==> config.mk <==
export PLATFORM = sky130hd
export DESIGN_NAME = pwmuot_channel
export DESIGN_NICKNAME = d
export VERILOG_FILES = /design/src/common/pwmuot_pkg.sv /design/src/verilog/pwmuot_trig.sv /design/src/verilog/pwmuot_channel.sv
export SDC_FILE = /design/constraint.sdc
export NUM_CORES = 1
export LEC_CHECK = 0
export ABC_CLOCK_PERIOD_IN_PS = 3800
export BUFFER_PORTS_ARGS = -buffer_cell sky130_fd_sc_hd__buf_2
export CORE_MARGIN = 5
export CORE_UTILIZATION = 50
export CTS_CLUSTER_DIAMETER = 30
export DETAILED_ROUTE_END_ITERATION = 8
export PLACE_DENSITY = 0.85
export SLEW_MARGIN = 20
export SYNTH_ARGS = -nofsm -noshare
export SYNTH_HDL_FRONTEND = slang
export SYNTH_SLANG_ARGS = --single-unit
==> constraint.sdc <==
create_clock -name clk -period 3.8 [get_ports clk]
set_input_delay 0.19 -clock clk [delete_from_list [all_inputs] [get_ports clk]]
set_output_delay 0.19 -clock clk [all_outputs]
set_load 0.02 [all_outputs]
==> src/common/pwmuot_pkg.sv <==
package pwmuot_pkg;

  // ==========================================================================
  // Widths
  localparam int unsigned CNT_W = 16;

  // ==========================================================================
  // Output control register fields
  localparam int unsigned OC_SYNC_BIT   = 0;
  localparam int unsigned OC_LVL_LO     = 0;
  localparam int unsigned OC_LVL_HI     = 1;
  localparam int unsigned OC_LOW_EN_BIT = 8;
  localparam int unsigned OC_HIGH_EN_BIT = 9;
  localparam int unsigned OC_MODE_LO    = 10;
  localparam int unsigned OC_MODE_HI    = 11;

  // ==========================================================================
  // Channel control register fields
  localparam int unsigned CC_IMM_BIT    = 0;
  localparam int unsigned CC_MDC_BIT    = 8;
  localparam int unsigned CC_ITB_BIT    = 9;

  // ==========================================================================
  // Master time-base control and trigger control fields
  localparam int unsigned MT_EN_BIT     = 15;
  localparam int unsigned TC_DIV_LO     = 12;
  localparam int unsigned TC_DIV_HI     = 15;
  localparam int unsigned TC_STRT_LO    = 0;
  localparam int unsigned TC_STRT_HI    = 5;

  // ==========================================================================
  // Output modes
  typedef enum logic [1:0] {
    PWMUOT_MODE_COMP = 2'h0,
    PWMUOT_MODE_RED  = 2'h1,
    PWMUOT_MODE_PP   = 2'h2,
    PWMUOT_MODE_IND  = 2'h3
  } pwmuot_mode_e;

  // ==========================================================================
  // Reset values and counts
  localparam logic [15:0]      CTRL_RST = 16'h0000;
  localparam logic [CNT_W-1:0] CNT_ZERO = 16'h0000;
  localparam logic [CNT_W-1:0] CNT_ONE  = 16'h0001;

  // ==========================================================================
  // Carriers
  typedef struct packed {
    logic [15:0] output_ctrl_reg;
    logic [15:0] channel_ctrl_reg;
    logic [15:0] master_timebase_ctrl_reg;
    logic [15:0] trigger_ctrl_reg;
  } pwmuot_ctrl_s;

  typedef struct packed {
    logic [CNT_W-1:0] period;
    logic [CNT_W-1:0] channel_duty_reg;
    logic [CNT_W-1:0] master_duty;
    logic [CNT_W-1:0] phase_offset_reg;
    logic [CNT_W-1:0] dead_time_reg;
    logic [CNT_W-1:0] primary_trigger_compare;
    logic [CNT_W-1:0] secondary_trigger_compare;
  } pwmuot_values_s;

  typedef struct packed {
    logic high_side_output;
    logic low_side_output;
  } pwmuot_out_s;

endpackage

==> src/verilog/pwmuot_trig.sv <==
`timescale 1ns/10ps
module pwmuot_trig
  import pwmuot_pkg::*;
#(
  parameter int unsigned DIV_W  = 4,
  parameter int unsigned STRT_W = 6
) (
  input  wire logic              clk,
  input  wire logic              reset_n,
  input  wire logic              clk_en,
  input  wire logic              run,
  input  wire logic              match,
  input  wire logic [DIV_W-1:0]  divider,
  input  wire logic [STRT_W-1:0] start_count,
  output logic                   trig
);

  // ==========================================================================
  // Postscaler: skip start_count matches, then fire every divider+1 matches
  logic [STRT_W-1:0] skip_reg;
  logic [STRT_W-1:0] skip_next;
  logic [DIV_W-1:0]  div_reg;
  logic [DIV_W-1:0]  div_next;
  logic              trig_reg;
  logic              trig_next;
  logic              armed_reg;
  logic              armed_next;

  always_comb begin
    skip_next  = skip_reg;
    div_next   = div_reg;
    trig_next  = 1'b0;
    armed_next = armed_reg;
    if (!run) begin
      skip_next  = '0;
      div_next   = '0;
      armed_next = 1'b0;
    end else if (match) begin
      if (!armed_reg && skip_reg < start_count) begin
        skip_next = skip_reg + 1'b1;
      end else begin
        armed_next = 1'b1;
        if (div_reg == '0) begin
          trig_next = 1'b1;
        end
        if (div_reg >= divider) begin
          div_next = '0;
        end else begin
          div_next = div_reg + 1'b1;
        end
      end
    end
  end

  always_ff @(posedge clk or negedge reset_n) begin
    if (!reset_n) begin
      skip_reg  <= '0;
      div_reg   <= '0;
      trig_reg  <= 1'b0;
      armed_reg <= 1'b0;
    end else if (clk_en) begin
      skip_reg  <= skip_next;
      div_reg   <= div_next;
      trig_reg  <= trig_next;
      armed_reg <= armed_next;
    end
  end

  assign trig = trig_reg;

endmodule

==> src/verilog/pwmuot_channel.sv <==
`timescale 1ns/10ps
// What this block does
// - Override forces outputs to override level
// - Override off resumes normal duty waveform
// - Sync bit zero applies override immediately
// - Immediate-update bit makes duty writes instant
// - Phase change keeps dead time, master base
// - Triggers fire on time-base compare match
// - Four-bit divider, six-bit start count fields
// - First trigger instance placed exactly
// - Mode codes: redundant 01, push-pull 10
// - Bit 8 selects channel or master duty
// - Duty to zero yields no glitch
// - Separate high and low override enables
module pwmuot_channel
  import pwmuot_pkg::*;
#(
  parameter int unsigned W = CNT_W
) (
  input  wire logic           clk,
  input  wire logic           reset_n,
  input  wire logic           clk_en,
  input  wire pwmuot_ctrl_s   ctrl,
  input  wire pwmuot_values_s vals,
  output pwmuot_out_s         pwm_out,
  output logic                primary_trig,
  output logic                secondary_trig,
  output logic                period_boundary
);

  // ==========================================================================
  // Control decode
  logic         run;
  logic         imm;
  logic         use_master;
  logic         sync_ovr;
  logic         ovr_h;
  logic         ovr_l;
  pwmuot_mode_e mode;
  logic [W-1:0] duty_src;

  assign run        = ctrl.master_timebase_ctrl_reg[MT_EN_BIT];
  assign imm        = ctrl.channel_ctrl_reg[CC_IMM_BIT];
  assign use_master = ctrl.channel_ctrl_reg[CC_MDC_BIT];
  assign sync_ovr   = ctrl.output_ctrl_reg[OC_SYNC_BIT];
  assign ovr_h      = ctrl.output_ctrl_reg[OC_HIGH_EN_BIT];
  assign ovr_l      = ctrl.output_ctrl_reg[OC_LOW_EN_BIT];
  assign mode       = pwmuot_mode_e'(ctrl.output_ctrl_reg[OC_MODE_HI:OC_MODE_LO]);
  assign duty_src   = use_master ? vals.master_duty : vals.channel_duty_reg;

  // ==========================================================================
  // Time base, active comparators, override latch
  logic [W-1:0] tb_reg;
  logic [W-1:0] tb_next;
  logic [W-1:0] duty_reg;
  logic [W-1:0] duty_next;
  logic [W-1:0] phase_reg;
  logic [W-1:0] phase_next;
  logic [3:0]   ovr_reg;
  logic [3:0]   ovr_next;
  logic         boundary;

  assign boundary = run && (tb_reg >= vals.period);

  always_comb begin
    tb_next    = tb_reg;
    duty_next  = duty_reg;
    phase_next = phase_reg;
    ovr_next   = ovr_reg;
    if (!run) begin
      tb_next    = CNT_ZERO;
      duty_next  = duty_src;
      phase_next = vals.phase_offset_reg;
    end else if (boundary) begin
      tb_next    = CNT_ZERO;
      duty_next  = duty_src;
      phase_next = vals.phase_offset_reg;
    end else begin
      tb_next = tb_reg + CNT_ONE;
    end
    if (imm) begin
      duty_next  = duty_src;
      phase_next = vals.phase_offset_reg;
    end
    if (!sync_ovr || boundary || !run) begin
      ovr_next = {ovr_h, ovr_l, ctrl.output_ctrl_reg[OC_LVL_HI:OC_LVL_LO]};
    end
  end

  always_ff @(posedge clk or negedge reset_n) begin
    if (!reset_n) begin
      tb_reg    <= CNT_ZERO;
      duty_reg  <= CNT_ZERO;
      phase_reg <= CNT_ZERO;
      ovr_reg   <= '0;
    end else if (clk_en) begin
      tb_reg    <= tb_next;
      duty_reg  <= duty_next;
      phase_reg <= phase_next;
      ovr_reg   <= ovr_next;
    end
  end

  // ==========================================================================
  // Raw waveform: high from phase for duty counts; zero duty gives none
  logic [W:0] end_pt;
  logic       raw;

  assign end_pt = {1'b0, phase_reg} + {1'b0, duty_reg};
  assign raw    = run && (duty_reg != CNT_ZERO) && (tb_reg >= phase_reg) &&
                  ({1'b0, tb_reg} < end_pt);

  // ==========================================================================
  // Dead time: in complementary mode any change of raw holds both sides off for the count
  logic         raw_q_reg;
  logic         raw_q_next;
  logic [W-1:0] dt_reg;
  logic [W-1:0] dt_next;
  logic         pp_reg;
  logic         pp_next;
  logic         h_reg;
  logic         h_next;
  logic         l_reg;
  logic         l_next;
  logic         h_w;
  logic         l_w;

  always_comb begin
    raw_q_next = raw;
    dt_next    = dt_reg;
    pp_next    = pp_reg;
    if (raw != raw_q_reg) begin
      dt_next = vals.dead_time_reg;
    end else if (dt_reg != CNT_ZERO) begin
      dt_next = dt_reg - CNT_ONE;
    end
    if (boundary) begin
      pp_next = ~pp_reg;
    end
    case (mode)
      PWMUOT_MODE_RED: begin
        h_w = raw;
        l_w = raw;
      end
      PWMUOT_MODE_PP: begin
        h_w = raw && !pp_reg;
        l_w = raw && pp_reg;
      end
      PWMUOT_MODE_IND: begin
        h_w = raw;
        l_w = 1'b0;
      end
      default: begin
        h_w = raw && (dt_reg == CNT_ZERO) && (raw == raw_q_reg);
        l_w = !raw && run && (dt_reg == CNT_ZERO) && (raw == raw_q_reg);
      end
    endcase
    h_next = ovr_reg[3] ? ovr_reg[1] : h_w;
    l_next = ovr_reg[2] ? ovr_reg[0] : l_w;
  end

  always_ff @(posedge clk or negedge reset_n) begin
    if (!reset_n) begin
      raw_q_reg <= 1'b0;
      dt_reg    <= CNT_ZERO;
      pp_reg    <= 1'b0;
      h_reg     <= 1'b0;
      l_reg     <= 1'b0;
    end else if (clk_en) begin
      raw_q_reg <= raw_q_next;
      dt_reg    <= dt_next;
      pp_reg    <= pp_next;
      h_reg     <= h_next;
      l_reg     <= l_next;
    end
  end

  assign pwm_out.high_side_output = h_reg;
  assign pwm_out.low_side_output  = l_reg;
  assign period_boundary          = boundary;

  // ==========================================================================
  // Triggers
  logic pri_match;
  logic sec_match;

  assign pri_match = run && (tb_reg == vals.primary_trigger_compare);
  assign sec_match = run && (tb_reg == vals.secondary_trigger_compare);

  pwmuot_trig u_pri (
    .clk         (clk),
    .reset_n     (reset_n),
    .clk_en      (clk_en),
    .run         (run),
    .match       (pri_match),
    .divider     (ctrl.trigger_ctrl_reg[TC_DIV_HI:TC_DIV_LO]),
    .start_count (ctrl.trigger_ctrl_reg[TC_STRT_HI:TC_STRT_LO]),
    .trig        (primary_trig)
  );

  pwmuot_trig u_sec (
    .clk         (clk),
    .reset_n     (reset_n),
    .clk_en      (clk_en),
    .run         (run),
    .match       (sec_match),
    .divider     (ctrl.trigger_ctrl_reg[TC_DIV_HI:TC_DIV_LO]),
    .start_count (ctrl.trigger_ctrl_reg[TC_STRT_HI:TC_STRT_LO]),
    .trig        (secondary_trig)
  );

endmodule

==> results.ini <==
[cts]
clk-insertion-delay-late_ns=0.36
cts_buffers=9
cts_tree=built
clk_pin_slew_ns=0.07
clk_path_buf_depth=2
cts-htree-levels=3
cts.sinks=96
cts_root_buffer=clkbuf_16

[sta]
finalSetupViolCount=18
rsz0062_at_grt=yes
fin_crit_sh_pct=108.2
final.setup_skew_ns=0.005228
relSlewSlack_pct=47.27
finalHoldViolCount=0
worst_hold_slack_ns=0.06025
timing.fmax_ghz=0.2431
layout_min_cycle_time_ns=4.113
drv_slew=0
setup_ws_ns=-0.3130
worst_slew_pin_slew_ns=0.7874

[synthesis]
synth_common_cells=dfrtp_1 (96), ha_1 (89), nand2_1 (65), inv_1 (63)
synth_fa_ha_area_share_pct=15.02
synth_top_family_by_area=simple AND/OR/NAND/NOR gates
syn_area_sq_um=7546
synth-simple-area-share_pct=16.86
synth_cell_type_count=67
synth-edff-count=0
synth.area.mux_share_pct=7.561
synth_area_leader_cell=dfrtp_1
synthArstFlopShare_pct=100.0
synth_compound_area_share_pct=16.20
synthFlopType=dfrtp_1
avgSynthCellArea_sq_um=9.125
ys_top_cells_by_area=dfrtp_1 (32%), ha_1 (15%), xnor2_1 (3.7%), xor2_1 (3.7%), mux2i_1 (3.6%)
synth-xor-area-share_pct=7.428
ys_ff_latch=96
synth_nets=1096
yosysSeqAreaShare_pct=31.84
yosysTopAreaCellShare_pct=31.84
synth.most_common_cell=dfrtp_1
synth_cells=827
yosysWarnings=0

[global_routing]
grt_pass1_wl_um=32550
grt_max_degree=78
grt_pass1_vias=6857
grt_overflow=0
antenna_found_initial=0
grt_usage_pct=22.58

[final_layout]
nNetsFinal=1289
antennaDiodeCount=0
fin_util_pct=62.06
syn_to_final_growth_pct=23.18
drive_gt1_share_pct=27.41

[setup_path]
slowest_delay_ns=0.40
crit_required_ns=4.05
worst-path-buf-inv=14
endpoint_kind=flop
crit_chain=ha_1 > buf_4 > a211oi_4 > o21ai_2 > nand4_1 > buf_4 > buf_4 > buf_4 > buf_4 > buf_4 > buf_4 > buf_4 > buf_4 > buf_4 > buf_4 > buf_4 > buf_4 > a31oi_2 > o311ai_4 > xnor2_2 > buf_4 > mux2_4 > a22o_1
cp_max_fo=4
critPathSlowestCell=dfrtp_1
path_delay_family=buffers and inverters
crit_top_cell=buf_4
crit_arrival_ns=4.36
path_class=flop to flop
crit_path_start_kind=flop

[routing]
drc=0
totalWireLength_um=20000
routed_via_density=5.681
vias=6891
first_pass_iters=5
routedWlPerCell_um=16.48
ant_nets=0
drt_iter0_markers=446

[power]
irDropWorstVdd_mv=0.2142
power.leakage_uw=0.004719
pwr-share-clk_pct=26.7
intPower_uw=2210
powerDensity_nw_per_um2=363.4
power_uw=3378
power.switching_uw=1168
sw_frac_of_total_pct=34.58
p_seq_share_pct=38.3
pwr-share-comb_pct=35.0

[placed_design]
finalWeightedCongestion=0.8668
dpl.hpwl_um=15340
port_buffers=138

[die]
die-height_um=132.9
initial_core_util_pct=50.38
fp-row-count=45
ioPinCount=184
die-area_sq_um=17650
die_x_um=132.9
core_sq_um=14980

[hold_path]
hold_path.class=input pin to flop

[run_status]
status=complete, but fails checks
violations=negative setup slack

[job]
cap_violations=0

power groups by stage:
stage / Sequential [uW] / Combinational, uW / Clock, uW
detailed placement: 1310 / 1130 / 0
global route: 1320 / 1330 / 948
finish: 1290 / 1180 / 901
CTS: 1290 / 1160 / 912
floorplan: 1270 / 749 / 0
global placement: 1300 / 1080 / 0
worst paths after layout:
check                           slack (ns)  depth (start not counted)                            end               startpoint
max in group asynchronous             2.58                          3        duty_reg[4]$_DFFE_PN0P_                  reset_n
worst max register to register       -0.31                         23         dt_reg[15]$_DFFE_PN0P_  duty_reg[2]$_DFFE_PN0P_
worst max-delay path                 -0.31                         23         dt_reg[15]$_DFFE_PN0P_  duty_reg[2]$_DFFE_PN0P_
worst min-delay path                  0.06                          2      phase_reg[10]$_DFFE_PN0P_                 vals[58]
worst min register to register        0.48                          1             pp_reg$_DFFE_PN0P_       pp_reg$_DFFE_PN0P_
min in group asynchronous             0.42                          2  u_pri.skip_reg[5]$_DFFE_PN0P_                  reset_n
layer usage:
metal | up-vias | wire length, um | global-route usage, %
li1 | 3373 | - | -
met1 | 3243 | 8647 | 28.40
met2 | 234 | 9636 | 39.05
met3 | 41 | 1170 | 3.612
met4 | 0 | 542 | 8.314
met5 | - | 0 | 0
logic make-up (layout without fill, tap and decap cells):
logic type               count (synthesis)  in the layout
AO/OA/AOI/OAI                          184            184
adder cells (fa/ha/maj)                 90             90
XOR/XNOR                                64             64
multiplexers                            53             53
AND/OR/NAND/NOR                        245            245
flip-flops                              96             96
buffers and inverters                   95            293
cell type report:
class / instances / area, sq um
repair buffers: 214 / 1286
well taps: 188 / 235.2
clock buffers: 10 / 239.0
multi-input cells: 636 / 4852
fillers: 1265 / 5682
inverters: 63 / 236.5
clock inverters: 6 / 43.79
flip-flops and latches: 96 / 2402
metrics by stage:
step,setup WS (ns),area (sq um),std cells,setup TNS (ns)
4_1_cts,-0.2769,9254,1211,-3.768
3_3_place_gp,-0.2576,8790,1176,-2.893
6_report,-0.3130,9295,1213,-3.904
2_1_floorplan,-0.1654,7572,827,-0.8402
5_1_grt,-0.5311,9295,1213,-8.198
3_5_place_dp,-0.4204,8790,1176,-5.465
repair_timing:
item | 4_1_cts | 5_1_grt
buffers inserted | 19 | 3
pin swaps | 10 | 1
hold buffers | 0 | 1
setup endpoints to repair | 18 | 19
cloned | 0 | 0
gates resized for setup | 9 | 5
endpoints found under the hold margin | 0 | 76
worst reg2reg max path, stage by stage (launching register included):
cell and delay (ns):
dfrtp_1 0.40, ha_1 0.33, buf_4 0.15, a211oi_4 0.07, o21ai_2 0.15, nand4_1 0.14
buf_4 0.17, buf_4 0.12, buf_4 0.12, buf_4 0.13, buf_4 0.13, buf_4 0.12
buf_4 0.12, buf_4 0.13, buf_4 0.13, buf_4 0.12, buf_4 0.12, buf_4 0.12
a31oi_2 0.19, o311ai_4 0.15, xnor2_2 0.26, buf_4 0.17, mux2_4 0.29, a22o_1 0.20
cells in the final DEF (no fill, tap or decap), types with 14 or more instances in the layout:
cell type    n
mux2_2      24
a21o_1      24
mux2i_1     27
dfrtp_1     96
xnor2_1     31
buf_2      137
a21oi_1     27
nand4_1     23
nor3_1      14
inv_1       63
nand2_1     65
o21ai_0     47
buf_4       73
nand3_1     20
xor2_1      32
ha_1        87
nor2_1      47
Note: power is estimated with default switching activity, not from simulation.
